==> config.mk <==
export PLATFORM = sky130hd
export DESIGN_NAME = mct_timebase
export DESIGN_NICKNAME = d
export VERILOG_FILES = /design/src/verilog/mct_pkg.sv /design/src/verilog/mct_bus_if.sv /design/src/verilog/mct_ahb_slave.sv /design/src/verilog/mct_timebase.sv
export SDC_FILE = /design/constraint.sdc
export NUM_CORES = 1
export LEC_CHECK = 0
export BUFFER_PORTS_ARGS = -buffer_cell sky130_fd_sc_hd__buf_4
export CAP_MARGIN = 5
export CORE_ASPECT_RATIO = 0.5
export CORE_MARGIN = 2
export CORE_UTILIZATION = 25
export DETAILED_ROUTE_END_ITERATION = 8
export PLACE_DENSITY_LB_ADDON = 0.12
export SLEW_MARGIN = 10
export SYNTH_ARGS = -nofsm -noshare
export SYNTH_HDL_FRONTEND = slang
export SYNTH_HIERARCHICAL = 1
export SYNTH_SLANG_ARGS = --single-unit
==> constraint.sdc <==
create_clock -name clk -period 3.6 [get_ports clk]
set_clock_uncertainty 0.05 [all_clocks]
set_input_delay 0.18 -clock clk [delete_from_list [all_inputs] [get_ports clk]]
set_output_delay 0.18 -clock clk [all_outputs]
set_load 0.005 [all_outputs]
==> src/verilog/mct_pkg.sv <==
// Purpose: Shared constants and types for the main clock and time-base controller.
// Assumes: One system clock serves as the oscillator clock.
// Notes: Register occupies one aligned AHB-Lite word.
package mct_pkg;
  localparam logic [31:0] MCT_CSR_ADDR = 32'h0000_0000;
  localparam logic [7:0] MCT_CSR_RESET = 8'h00;
  localparam int MCT_BIT_CLKOUT = 7;
  localparam int MCT_BIT_PRE_HI = 6;
  localparam int MCT_BIT_PRE_LO = 5;
  localparam int MCT_BIT_SLOW = 4;
  localparam int MCT_BIT_TB_HI = 3;
  localparam int MCT_BIT_TB_LO = 2;
  localparam int MCT_BIT_IRQEN = 1;
  localparam int MCT_BIT_OVF = 0;
  localparam int MCT_PERIOD0 = 16000;
  localparam int MCT_PERIOD1 = 32000;
  localparam int MCT_PERIOD2 = 80000;
  localparam int MCT_PERIOD3 = 200000;
  localparam int MCT_CNT_W = 18;
  localparam int MCT_PRE_W = 4;
  localparam logic [1:0] MCT_HTRANS_NONSEQ = 2'h2;
  localparam logic [2:0] MCT_HSIZE_WORD = 3'h2;

  typedef enum logic [1:0]
  {
    MCT_RUN = 2'b00,
    MCT_WAIT = 2'b01,
    MCT_ACTHALT = 2'b10,
    MCT_HALT = 2'b11
  } mct_pwr_t;
endpackage

==> src/verilog/mct_bus_if.sv <==
// Purpose: Carries decoded register accesses from the bus slave to the core.
// Assumes: Single clock.
// Notes: Strobes are one-cycle pulses.
`timescale 1ns/10ps
interface mct_bus_if;
  logic wrStb;
  logic rdStb;
  logic [7:0] wrData;
  logic [7:0] rdData;
  modport slave (output wrStb, output rdStb, output wrData, input rdData);
  modport core (input wrStb, input rdStb, input wrData, output rdData);
endinterface

==> src/verilog/mct_ahb_slave.sv <==
// Purpose: AHB-Lite slave decoding the single control/status word.
// Assumes: Only whole-word single transfers; response always OKAY.
// Notes: Zero wait states; read data is captured in a flip-flop at the address phase.
`timescale 1ns/10ps
module mct_ahb_slave
  import mct_pkg::*;
(
  input wire logic clk,
  input wire logic rst_n,
  input wire logic hsel,
  input wire logic [31:0] haddr,
  input wire logic [1:0] htrans,
  input wire logic hwrite,
  input wire logic [2:0] hsize,
  input wire logic [31:0] hwdata,
  input wire logic hready,
  output logic [31:0] hrdata,
  mct_bus_if.slave bus
);
  typedef struct packed
  {
    logic wrPend;
    logic [31:0] rdWord;
  } mct_ahbst_t;

  mct_ahbst_t st_r;
  mct_ahbst_t st_nxt;
  logic hit;

  assign hit = hsel && hready && htrans == MCT_HTRANS_NONSEQ && hsize == MCT_HSIZE_WORD &&
               haddr == MCT_CSR_ADDR;

  always_comb
  begin
    st_nxt = st_r;
    st_nxt.wrPend = hit && hwrite;
    st_nxt.rdWord = (hit && !hwrite) ? {24'h000000, bus.rdData} : 32'h0000_0000;
  end

  always_ff @(posedge clk)
  begin
    if (!rst_n)
      st_r <= '0;
    else
      st_r <= st_nxt;
  end

  // Unmapped addresses read zero. The read strobe fires in the address phase, at the
  // same edge that captures the word, so a flag set in that cycle survives to the next read.
  assign hrdata = st_r.rdWord;
  assign bus.wrStb = st_r.wrPend;
  assign bus.rdStb = hit && !hwrite;
  assign bus.wrData = hwdata[7:0];
endmodule

==> src/verilog/mct_timebase.sv <==
// Purpose: Main clock controller with time base, register and wake logic.
// Assumes: clk is the oscillator clock; power mode and interrupt mask come from the CPU.
// Notes: The CPU clock is given as a one-cycle enable plus a pin-level square wave.
//
// Local design decisions: the register addresses and the AHB-Lite interface to the registers.
`timescale 1ns/10ps
module mct_timebase
  import mct_pkg::*;
#(
  parameter int PERIOD0 = MCT_PERIOD0,
  parameter int PERIOD1 = MCT_PERIOD1,
  parameter int PERIOD2 = MCT_PERIOD2,
  parameter int PERIOD3 = MCT_PERIOD3
)
(
  input wire logic clk,
  input wire logic rst_n,
  input wire logic hsel,
  input wire logic [31:0] haddr,
  input wire logic [1:0] htrans,
  input wire logic hwrite,
  input wire logic [2:0] hsize,
  input wire logic [31:0] hwdata,
  input wire logic hready,
  output logic [31:0] hrdata,
  output logic hreadyout,
  output logic hresp,
  input wire logic cpuIrqMask,
  input wire logic waitReq,
  input wire logic haltReq,
  input wire logic otherHaltWake,
  output logic [1:0] powerState,
  output logic wakeup,
  output logic timebaseIrq,
  output logic cpuClkEn,
  output logic clockOutputPin,
  output logic clockOutputEn
);
  // Periods must fit the counter and leave room for a terminal count.
  if (PERIOD0 < 2 || PERIOD1 < 2 || PERIOD2 < 2 || PERIOD3 < 2 ||
      PERIOD3 >= (1 << MCT_CNT_W) || PERIOD2 >= (1 << MCT_CNT_W) ||
      PERIOD1 >= (1 << MCT_CNT_W) || PERIOD0 >= (1 << MCT_CNT_W))
  begin : g_bad_period
    $error("mct_timebase: period parameter out of range");
  end

  // ****************************************************************
  // State
  // ****************************************************************
  typedef struct packed
  {
    logic [7:0] csr;
    logic [1:0] tbActive;
    logic [MCT_CNT_W-1:0] tbCnt;
    logic [MCT_PRE_W-1:0] preCnt;
    mct_pwr_t pwr;
    logic irq;
    logic wake;
    logic cpuEn;
    logic pinLvl;
    logic pinEn;
    logic [1:0] pwrOut;
  } mct_core_t;

  mct_core_t st_r;
  mct_core_t st_nxt;
  mct_bus_if bus ();

  mct_ahb_slave u_slave
  (
    .clk(clk),
    .rst_n(rst_n),
    .hsel(hsel),
    .haddr(haddr),
    .htrans(htrans),
    .hwrite(hwrite),
    .hsize(hsize),
    .hwdata(hwdata),
    .hready(hready),
    .hrdata(hrdata),
    .bus(bus)
  );

  assign bus.rdData = st_r.csr;

  function automatic logic [MCT_CNT_W-1:0] periodLast(input logic [1:0] sel);
    case (sel)
      2'h0: periodLast = MCT_CNT_W'(PERIOD0 - 1);
      2'h1: periodLast = MCT_CNT_W'(PERIOD1 - 1);
      2'h2: periodLast = MCT_CNT_W'(PERIOD2 - 1);
      default: periodLast = MCT_CNT_W'(PERIOD3 - 1);
    endcase
  endfunction

  // ****************************************************************
  // Next state
  // ****************************************************************
  logic tbRun;
  logic tbEnd;
  logic regsLive;
  logic [MCT_PRE_W-1:0] preLast;
  logic preEnd;
  logic ovfEvent;

  always_comb
  begin
    st_nxt = st_r;
    tbRun = st_r.pwr != MCT_HALT;
    regsLive = st_r.pwr == MCT_RUN || st_r.pwr == MCT_WAIT;
    tbEnd = tbRun && st_r.tbCnt == periodLast(st_r.tbActive);
    ovfEvent = tbEnd;
    // Divide-by-2^(n+1) terminal count for the slow-mode prescaler.
    preLast = MCT_PRE_W'((2 << st_r.csr[MCT_BIT_PRE_HI:MCT_BIT_PRE_LO]) - 1);
    preEnd = st_r.preCnt >= preLast;

    if (tbRun)
    begin
      if (tbEnd)
      begin
        st_nxt.tbCnt = '0;
        st_nxt.tbActive = st_r.csr[MCT_BIT_TB_HI:MCT_BIT_TB_LO];
      end
      else
        st_nxt.tbCnt = st_r.tbCnt + 1'b1;
    end

    if (regsLive)
    begin
      if (bus.rdStb)
        st_nxt.csr[MCT_BIT_OVF] = 1'b0;
      if (bus.wrStb)
        st_nxt.csr[7:1] = bus.wrData[7:1];
    end
    if (ovfEvent)
      st_nxt.csr[MCT_BIT_OVF] = 1'b1;

    // Slow mode pulses the CPU enable once per prescaler period.
    if (st_r.pwr == MCT_HALT || st_r.pwr == MCT_ACTHALT)
      st_nxt.cpuEn = 1'b0;
    else if (!st_r.csr[MCT_BIT_SLOW])
    begin
      st_nxt.cpuEn = 1'b1;
      st_nxt.preCnt = '0;
    end
    else
    begin
      st_nxt.preCnt = preEnd ? '0 : st_r.preCnt + 1'b1;
      st_nxt.cpuEn = preEnd;
    end

    st_nxt.irq = st_nxt.csr[MCT_BIT_OVF] && st_nxt.csr[MCT_BIT_IRQEN] && !cpuIrqMask;
    st_nxt.wake = 1'b0;

    case (st_r.pwr)
      MCT_RUN:
      begin
        if (haltReq)
          st_nxt.pwr = st_r.csr[MCT_BIT_IRQEN] ? MCT_ACTHALT : MCT_HALT;
        else if (waitReq)
          st_nxt.pwr = MCT_WAIT;
      end
      MCT_WAIT:
      begin
        if (ovfEvent && st_r.csr[MCT_BIT_IRQEN] || otherHaltWake)
        begin
          st_nxt.pwr = MCT_RUN;
          st_nxt.wake = 1'b1;
        end
      end
      MCT_ACTHALT:
      begin
        if (ovfEvent && st_r.csr[MCT_BIT_IRQEN] || otherHaltWake)
        begin
          st_nxt.pwr = MCT_RUN;
          st_nxt.wake = 1'b1;
        end
      end
      MCT_HALT:
      begin
        if (otherHaltWake)
        begin
          st_nxt.pwr = MCT_RUN;
          st_nxt.wake = 1'b1;
        end
      end
      default: st_nxt.pwr = MCT_RUN;
    endcase
    st_nxt.pwrOut = st_nxt.pwr;

    // Gating on the next power state keeps the pin quiet from the first active-halt cycle.
    st_nxt.pinEn = st_r.csr[MCT_BIT_CLKOUT] && st_nxt.pwr != MCT_ACTHALT;
    if (!st_nxt.pinEn)
      st_nxt.pinLvl = 1'b0;
    else if (!st_r.csr[MCT_BIT_SLOW])
      st_nxt.pinLvl = !st_r.pinLvl;
    else
      st_nxt.pinLvl = st_r.preCnt < (preLast >> 1) + 1'b1 ? 1'b1 : 1'b0;
  end

  always_ff @(posedge clk)
  begin
    if (!rst_n)
    begin
      st_r <= '0;
      st_r.csr <= MCT_CSR_RESET;
      st_r.pwr <= MCT_RUN;
    end
    else
      st_r <= st_nxt;
  end

  // ****************************************************************
  // Outputs
  // ****************************************************************
  assign powerState = st_r.pwrOut;
  assign wakeup = st_r.wake;
  assign timebaseIrq = st_r.irq;
  assign cpuClkEn = st_r.cpuEn;
  assign clockOutputPin = st_r.pinLvl;
  assign clockOutputEn = st_r.pinEn;
  assign hreadyout = 1'b1;
  assign hresp = 1'b0;
endmodule
==> results of run 1 <==
==> through the flow <==
stage / cell area [sq um] / utilization, % / setup slack, ns
after floorplan: 2810 / - / 1.33
after global placement: 3190 / 30.7 / 0.977
after detailed placement: 3190 / 30.7 / 0.949
after CTS: 3340 / 32.1 / 0.938
after global routing: 3340 / 32.1 / 0.780
final: 3340 / 32.1 / 1.01
==> tightest hold or removal path, cell delays in order <==
cell and delay (ns):
buf_4 0.08, mux2i_1 0.05, nor2_1 0.07
==> final cells by class <==
type	instances	area share, %
Timing Repair Buffer	70	15.8
Sequential cell	48	28.8
Inverter	12	1.35
Clock inverter	1	0.150
Multi-Input combinational cell	229	44.8
Clock buffer	6	3.86
Tap cell	140	5.25
==> layer usage <==
metal  part of all wire, %  GRT usage (%)
met2                    49           17.9
met5                     0              0
met4                   1.5           3.70
met3                   3.7           2.59
met1                    46           12.8
==> layout by cell type, fill, tap and decap left out, types with 2 or more instances in the layout <==
cell type and instances:
xor2_1 7, a2111oi_0 2, nand2b_1 2, inv_1 12, o21ai_0 5, and2_1 2, o211ai_1 2, o2111ai_1 2
nor2_1 43, nor4_4 2, and3_1 3, buf_4 69, a21oi_1 7, or3_1 2, ha_1 12, nor4_2 4
nor3_1 5, xnor2_1 12, dfxtp_1 48, o21a_1 2, nand4_1 4, nand3b_1 2, mux2i_1 10, nand2_1 25
nor4_1 13, and4b_1 2, nand3_1 8, conb_1 26, nor2b_1 5, a31oi_1 3, clkbuf_16 5, and3b_1 2
==> power by group <==
part / leakage (nW) / internal (mW) / switching (mW) / total (mW)
Clock: 0.0667 / 0.253 / 0.194 / 0.447
Sequential: 0.388 / 0.540 / 0.0103 / 0.550
Combinational: 0.925 / 0.0688 / 0.0651 / 0.134
Total: 1.38 / 0.862 / 0.269 / 1.13
==> flip-flops by register name, summed over array words and instances (netlist names) <==
name / flops
st_r: 24
bus.rdData: 8
u_slave/hrdata: 8
powerState: 2
clockOutputEn: 1
clockOutputPin: 1
cpuClkEn: 1
timebaseIrq: 1
u_slave/bus.wrStb: 1
wakeup: 1
==> what timing repair did <==
action                                 in CTS  in global routing
endpoints found under the hold margin       1                  0
setup endpoints to repair                   0                  0
hold buffers                                1                  0
==> worst max path at each step <==
stage	from	end	slack, ns	cells past startpoint
floorplan	powerState[0]$_SDFF_PN0_	clockOutputEn$_SDFF_PN0_	1.33	8
global placement	powerState[0]$_SDFF_PN0_	st_r[27]$_SDFFE_PN0N_	0.98	7
detailed placement	powerState[0]$_SDFF_PN0_	st_r[25]$_SDFFE_PN0N_	0.95	7
CTS	powerState[0]$_SDFF_PN0_	st_r[25]$_SDFFE_PN0N_	0.94	7
global route	powerState[0]$_SDFF_PN0_	st_r[26]$_SDFFE_PN0N_	0.78	7
finish	powerState[0]$_SDFF_PN0_	clockOutputEn$_SDFF_PN0_	1.01	7
==> run metrics, run 1 <==
PD cells=339 mW/mm^2; post-detail-place hpwl=4.77 mm; FILL cells=1097; clk buf depth=2; R2R Path Start=powerState[0]$_SDFF_PN0_; Max IR drop VDD=0.140 mV; Clock Tree Root=clkbuf_16; # IOs=119; Hold EP=bus.rdData[6]$_SDFFE_PN0P_; outcome=complete, no violations; DR vias/cell=4.32; Skew-Pair Late Insertion Delay=0.29 ns; Max Clock Freq=0.386 GHz; Sequential Area=961 sq um; Remaining DRCs=0; Crit-path slowest cell=or3_1; final cell count without fillers=506; Pins Over Slew Limit=0; total power=1.13 mW; DR pass1 iterations=4; first-pass GRT wire length=9.72 mm; area grow syn2layout=22.4%; # setup viols final=0; Core Box Area=0.0104 sq mm; Cell Area, Synth=0.00273 sq mm; Final period util=71.9%; R2R depth=7; initial core utilization=26.2%; CTS sink count=48; vias post-DR=2184; Resize count post-CTS=0; row count=26; Worst Path Max Fanout=9; final WL=6.17 mm; total congestion overflow=0; CP Class=flop to flop; proportion of layout cells with a drive suffix above 1=24.0%; setup tns final=0 ns; crit path cell chain=ha_1, and4b_1, nand3_1, a2111o_1, or3_1, o31ai_4, o211a_1; global-route total usage across every layer=10.5%; cell family with most CP delay=simple AND/OR/NAND/NOR gates; Final ANT Viol Nets=0; Min-Delay Path Class=input port to flop; multi-input logic area=0.00149 sq mm; pin count of the biggest net entering global routing=17; Avg Cell Area, Syn=8.82 sq um; Wirelength per Cell=12.2 microns; placed cell count=498; routability cong.=0.751; hold path start=hwdata[6]; Slowest Stage Delay on Critical Path=0.52 ns; Post-CTS Setup Bufs=0; Reg-to-Reg End=clockOutputEn$_SDFF_PN0_; antenna violations before repair=0; Max Cap Viol=0; Mapped Cells=309; Leak Pwr=1.38 nW; minimum clock period=2.59 ns; flop2flop setup slack=1.01 ns; vias in the first global route=2044; Reg clk slew, reported paths=0.06 ns; area of the die=0.0118 sq mm; number of buffers added on ports=67; Hold Slack=0.0786 ns; yosys warns=6; NumNets Final=456; Worst Setup End Kind=flop; RSZ-0062 raised after global routing=false; Final Hold Fails=0; CP Buf/Inv Count=0; CTS Buf Count=5; Crit path required time=3.78 ns; Worst slew margin=62.3%; Antenna diodes=0; DRT iter0 DRCs=88; depth of the worst hold-timing path=3; Die X=152 microns; Die Ht=77.8 microns; measured slew at the worst slew-check pin=0.561 ns; H-tree Lvls=2; worst path arrival time=2.77 ns; CP Launch Type=flop; TritonCTS clock tree=done
(Power assumes the default switching activity.)
==> run 2, diff against run 1 <==
==> constraint.sdc (replaced) <==
create_clock -name clk -period 2.6 [get_ports clk]
set_clock_uncertainty 0.05 [all_clocks]
set_input_delay 0.13 -clock clk [delete_from_list [all_inputs] [get_ports clk]]
set_output_delay 0.13 -clock clk [all_outputs]
set_load 0.005 [all_outputs]
==> run 2 against run 1 <==
  * Maximum frequency increased by 7.9%
  * Utilization increased by 0.58 points
  * Highest routed layer unchanged
  * Sequential share of layout area fell by 0.51 points
==> run metrics, run 2 (synthesis gave the netlist of run 1 again) <==
vias in the first global route=2164 (+5.9%); Worst Path Max Fanout=6 (-3); DR vias/cell=4.32 (about the same); Min-Delay Path Class=input port to flop; Crit path required time=2.78 ns (-1.00 ns); NumNets Final=460 (+0.88%); post-detail-place hpwl=4.82 mm (+1.2%); Final period util=92.2% (+20 points); depth of the worst hold-timing path=3 (unchanged); Leak Pwr=1.41 nW (+2.4%); most frequent cells in the layout=buf_4, dfxtp_1, nor2_1; # IOs=119 (unchanged); Clock Tree Root=clkbuf_16; # setup viols final=0 (unchanged); met1 usage=12.9% (+0.088 points); Die Ht=77.8 microns (unchanged); CTS sink count=48 (unchanged); CP Class=flop to flop; Hold EP=bus.rdData[2]$_SDFFE_PN0P_; fin area=0.00340 sq mm (+1.8%); RSZ-0062 raised after global routing=false; multi-input logic area=0.00149 sq mm (unchanged); measured slew at the worst slew-check pin=0.539 ns (-0.0220 ns); DP Area=0.00322 sq mm (+0.94%); max reg flops=24 (unchanged); Max Clock Freq=0.417 GHz (+7.9%); worst path arrival time=2.58 ns (-0.19 ns); PD cells=493 mW/mm^2 (+46%); row count=26 (unchanged); Core Box Area=0.0104 sq mm (unchanged); Max Cap Viol=0 (unchanged); clk buf depth=2 (unchanged); vias post-DR=2205 (+0.96%); setup tns final=0 ns (unchanged); Max IR drop VDD=0.200 mV (+42%); Post-CTS Setup Bufs=0 (unchanged); M3 GR Usage=3.06% (+0.47 points); minimum clock period=2.40 ns (-0.190 ns); DR pass1 iterations=4 (unchanged); pin count of the biggest net entering global routing=17 (unchanged); area grow syn2layout=24.6%; Antenna diodes=0 (unchanged); Reg clk slew, reported paths=0.06 ns (about the same); Sequential Area=961 sq um (unchanged); flop2flop setup slack=0.20 ns (-0.81 ns); DRT iter0 DRCs=57 (-35%); antenna violations before repair=0 (unchanged); Die X=152 microns (unchanged); global-route total usage across every layer=10.7% (+0.24 points); number of buffers added on ports=67 (unchanged); Pins Over Slew Limit=0 (unchanged); FILL cells=1100 (+0.27%); R2R Path Start=powerState[1]$_SDFF_PN0_; Remaining DRCs=0 (unchanged); Wirelength per Cell=11.9 microns (-2.4%); Crit-path slowest cell=or3_1; Resize count post-CTS=0 (unchanged); Reg-to-Reg End=clockOutputEn$_SDFF_PN0_; area of the die=0.0118 sq mm (unchanged); Slowest Stage Delay on Critical Path=0.48 ns (-0.04 ns); total power=1.68 mW (+48%); Worst Setup End Kind=flop; M2 GR Usage=19.0% (+1.1 points); placed cell count=502 (+0.80%); commonest non-fill, non-tap cell in the layout=buf_4; Largest Register=st_r; R2R depth=7 (unchanged); routability cong.=0.745 (-0.91%); setup slack after layout=0.203 ns (-0.810 ns); Skew-Pair Late Insertion Delay=0.29 ns (about the same); TritonCTS clock tree=done; hold path start=hwdata[2]; final cell count without fillers=511 (+0.99%); pre-CTS WS=0.168 ns (-0.780 ns); crit path cell chain=ha_1, and4b_1, nand3_1, a2111o_1, or3_1, o31ai_4, o211a_1; outcome=complete, no violations; final WL=6.08 mm (-1.4%); CTS Buf Count=5 (unchanged); total congestion overflow=0 (unchanged); GRT Max-Usage Layer=met2; first-pass GRT wire length=10.1 mm (+3.9%); initial core utilization=26.2% (unchanged); CP Launch Type=flop; Final ANT Viol Nets=0 (unchanged); Worst slew margin=64.0% (+1.7 points); H-tree Lvls=2 (unchanged); Final Hold Fails=0 (unchanged); proportion of layout cells with a drive suffix above 1=25.1% (+1.0 points)
run 2: changes by cell type in the layout (fill, tap and decap cells not counted), sizes merged:
cell,change
buf,+4
bufinv,+1
run 2: worst max path at each step:
stage	cells after the start	start	slack, ns	endpoint
finish	7	powerState[1]$_SDFF_PN0_	0.20	clockOutputEn$_SDFF_PN0_
detailed placement	7	powerState[1]$_SDFF_PN0_	0.17	st_r[17]$_SDFFE_PN0N_
floorplan	8	powerState[0]$_SDFF_PN0_	0.33	clockOutputEn$_SDFF_PN0_
global placement	7	powerState[1]$_SDFF_PN0_	0.19	st_r[21]$_SDFFE_PN0N_
CTS	7	powerState[1]$_SDFF_PN0_	0.16	st_r[22]$_SDFFE_PN0N_
global route	7	powerState[1]$_SDFF_PN0_	0.04	st_r[18]$_SDFFE_PN0N_
run 2: stage by stage:
step	hold WS (ns)	util [%]
after global routing	0.0268	32.6
after global placement	0.264	31.0
after detailed placement	0.258	31.0
final	0.0248	32.6
after CTS	0.0210	32.6
after floorplan	0.149	-
run 2: final cells by class:
| class | instances | area share [%] |
|---|---|---|
| repair buffers | 74 | 16.4 |
| well taps | 140 | 5.16 |
| inverters | 12 | 1.33 |
| clock inverters | 2 | 1.03 |
| flip-flops and latches | 48 | 28.3 |
| clock buffers | 6 | 3.79 |
| multi-input cells | 229 | 44.0 |
run 2: routing by layer:
metal	share of wire, %	vias up
met1	45	1031
met3	3.9	4
met4	0.90	0
met2	51	43
met5	0	-
li1	-	1127
run 2: critical path: cells and delay by family (launching register included):
kind	cells	cell delay [ns]
adders and majority gates	1	0.23
DFF	1	0.37
and+or+nand+nor	3	0.89
AOI/OAI and AO/OA	3	0.80
run 2: power by group:
group          switching (mW)  leakage [nW]  internal [mW]
Combinational          0.0941         0.943         0.0978
Clock                   0.273        0.0808          0.453
Sequential             0.0110         0.388          0.748
run 2: what timing repair did:
action / in CTS / in global routing
hold endpoints to repair: 1 / 0
hold buffers: 1 / 0
endpoints found under the setup margin: 0 / 0
==> run 3, diff against run 2 <==
--- a/config.mk
+++ b/config.mk
@@ -5,12 +5,12 @@
 export SDC_FILE = /design/constraint.sdc
 export NUM_CORES = 1
 export LEC_CHECK = 0
-export BUFFER_PORTS_ARGS = -buffer_cell sky130_fd_sc_hd__buf_4
 export CAP_MARGIN = 5
 export CORE_ASPECT_RATIO = 0.5
 export CORE_MARGIN = 2
 export CORE_UTILIZATION = 25
 export DETAILED_ROUTE_END_ITERATION = 8
+export DONT_BUFFER_PORTS = 1
 export PLACE_DENSITY_LB_ADDON = 0.12
 export SLEW_MARGIN = 10
 export SYNTH_ARGS = -nofsm -noshare
==> run 3 against run 2 <==
  * Global-route usage down 0.36 points
  * Via count shrank 7.9%
  * Maximum frequency increased by 3.0%
  * Register-to-register slack improved by 0.07 ns
  * Sequential share of layout area grew 3.8 points
  * Sequential power is essentially flat
  * Clock power decreased by 6.3%
  * Die area unchanged
  * Utilization decreased by 3.8 points
  * Clock-buffer cell count stayed put
  * Routed wire length down 0.79%
  * Critical path type unchanged
  * Highest routed layer unchanged
==> run metrics, run 3 (synthesis gave the netlist of run 1 again) <==
most frequent cells in the layout=dfxtp_1, nor2_1, conb_1; NumNets Final=403 (-12%); vias post-DR=2030 (-7.9%); Skew-Pair Late Insertion Delay=0.29 ns (about the same); Min-Delay Path Class=input port to flop; first-pass GRT wire length=9.61 mm (-4.9%); Remaining DRCs=0 (unchanged); Worst slew margin=65.5% (+1.5 points); setup tns final=0 ns (unchanged); outcome=complete, no violations; H-tree Lvls=2 (unchanged); total congestion overflow=0 (unchanged); FILL cells=1099 (-0.091%); Antenna diodes=0 (unchanged); commonest non-fill, non-tap cell in the layout=dfxtp_1; # setup viols final=0 (unchanged); Hold EP=st_r[10]$_SDFFE_PN0N_; Crit path required time=2.78 ns (about the same); Wirelength per Cell=13.3 microns (+12%); DP Area=0.00271 sq mm (-16%); vias in the first global route=1865 (-14%); final WL=6.04 mm (-0.79%); worst path arrival time=2.51 ns (-0.07 ns); post-detail-place hpwl=4.60 mm (-4.7%); row count=26 (unchanged); CTS sink count=48 (unchanged); crit path launch=powerState[0]$_SDFF_PN0_; routability cong.=0.731 (-1.9%); pre-CTS WS=0.0833 ns (-0.0851 ns); flop2flop setup slack=0.27 ns (+0.07 ns); minimum clock period=2.33 ns (-0.0708 ns); pin count of the biggest net entering global routing=17 (unchanged); max reg flops=24 (unchanged); Die X=152 microns (unchanged); CP Class=flop to flop; initial core utilization=26.2% (unchanged); CP Launch Type=flop; Reg-to-Reg End=clockOutputEn$_SDFF_PN0_; R2R depth=7 (unchanged); Leak Pwr=1.11 nW (-21%); Core Box Area=0.0104 sq mm (unchanged); DR pass1 iterations=4 (unchanged); antenna violations before repair=0 (unchanged); TritonCTS clock tree=done; Max IR drop VDD=0.239 mV (+19%); clk buf depth=2 (unchanged); area grow syn2layout=9.91%; measured slew at the worst slew-check pin=0.517 ns (-0.0225 ns); Max Clock Freq=0.430 GHz (+3.0%); Final ANT Viol Nets=0 (unchanged); Die Ht=77.8 microns (unchanged); area of the die=0.0118 sq mm (unchanged); number of buffers added on ports=0 (-100%); Pins Over Slew Limit=0 (unchanged); CTS Buf Count=5 (unchanged); DR vias/cell=4.47 (+3.6%); Max Cap Viol=0 (unchanged); fin area=0.00300 sq mm (-12%); PD cells=524 mW/mm^2 (+6.3%); Clock Tree Root=clkbuf_16; DRT iter0 DRCs=100 (+75%); R2R Path Start=powerState[0]$_SDFF_PN0_; RSZ-0062 raised after global routing=false; hold path start=rst_n; Worst Setup End Kind=flop; Reg clk slew, reported paths=0.06 ns (about the same); global-route total usage across every layer=10.4% (-0.36 points); # IOs=119 (unchanged); setup slack after layout=0.273 ns (+0.0708 ns); proportion of layout cells with a drive suffix above 1=8.60% (-16 points); Final period util=89.5% (-2.7 points); Final Hold Fails=0 (unchanged); depth of the worst hold-timing path=2 (-1); Largest Register=st_r; Worst Path Max Fanout=7 (+1)
run 3: changes by cell type in the layout (fill, tap and decap cells not counted), sizes merged:
cell	before	now
bufinv	1	0
clkinv	1	0
dlygate4sd3	1	12
clkinvlp	0	2
buf	73	5
run 3: how the worst max path moves through the flow:
stage | endpoint | slack, ns | cells past startpoint
after global routing | clockOutputEn$_SDFF_PN0_ | 0.08 | 7
after floorplan | clockOutputEn$_SDFF_PN0_ | 0.33 | 8
after CTS | st_r[28]$_SDFFE_PN0N_ | 0.07 | 7
after detailed placement | st_r[28]$_SDFFE_PN0N_ | 0.08 | 7
after global placement | st_r[29]$_SDFFE_PN0N_ | 0.12 | 7
final | clockOutputEn$_SDFF_PN0_ | 0.27 | 7
run 3: per-stage QoR:
| step | cells | power (mW) | utilization, % | hold slack, ns |
|---|---|---|---|---|
| 6_report | 454 | 1.57 | 28.8 | 0.0164 |
| 5_1_grt | 454 | 1.64 | 28.8 | 0.0156 |
| 4_1_cts | 454 | 1.59 | 28.7 | 0.00248 |
| 3_5_place_dp | 434 | 0.892 | 26.1 | 0.158 |
| 3_3_place_gp | 434 | 0.889 | 26.1 | 0.161 |
| 2_1_floorplan | 332 | 0.906 | - | 0.149 |
run 3: routing by layer:
layer  global-route usage (%)  vias to the layer above  routed length (microns)
met5                        0                        -                        0
met4                     3.61                        0                       86
met3                     2.88                        6                      264
met2                     17.0                       52                     2930
met1                     13.0                      956                     2760
li1                         -                     1016                        -
run 3: worst max-delay path, stage by stage (launching register included):
cell      delay, ns
dfxtp_1        0.32
ha_1           0.23
and4b_1        0.30
nand3_1        0.17
a2111o_1       0.35
or3_4          0.41
o31ai_4        0.28
o211a_1        0.17
run 3: area by class of cell:
cell class | count | area [sq um] | share of cell area (%)
Sequential cell | 48 | 961 | 32.1
Multi-Input combinational cell | 229 | 1500 | 50.2
Clock inverter | 2 | 15.0 | 0.501
Tap cell | 140 | 175 | 5.85
Timing Repair Buffer | 17 | 158 | 5.26
Inverter | 12 | 45.0 | 1.50
Clock buffer | 6 | 139 | 4.63
run 3: report_power, final:
part	internal (mW)	total [mW]	leakage, nW	switching (mW)
clock	0.383	0.680	0.0691	0.296
combinational	0.0561	0.134	0.656	0.0779
sequential	0.747	0.758	0.388	0.0104
total	1.19	1.57	1.11	0.385
run 3: repair_timing:
item / CTS / global route
endpoints found under the setup margin: 0 / 20
hold buffers: 12 / 0
setup buffers: 0 / 0
hold endpoints to repair: 12 / 0
resized for setup: 0 / 2
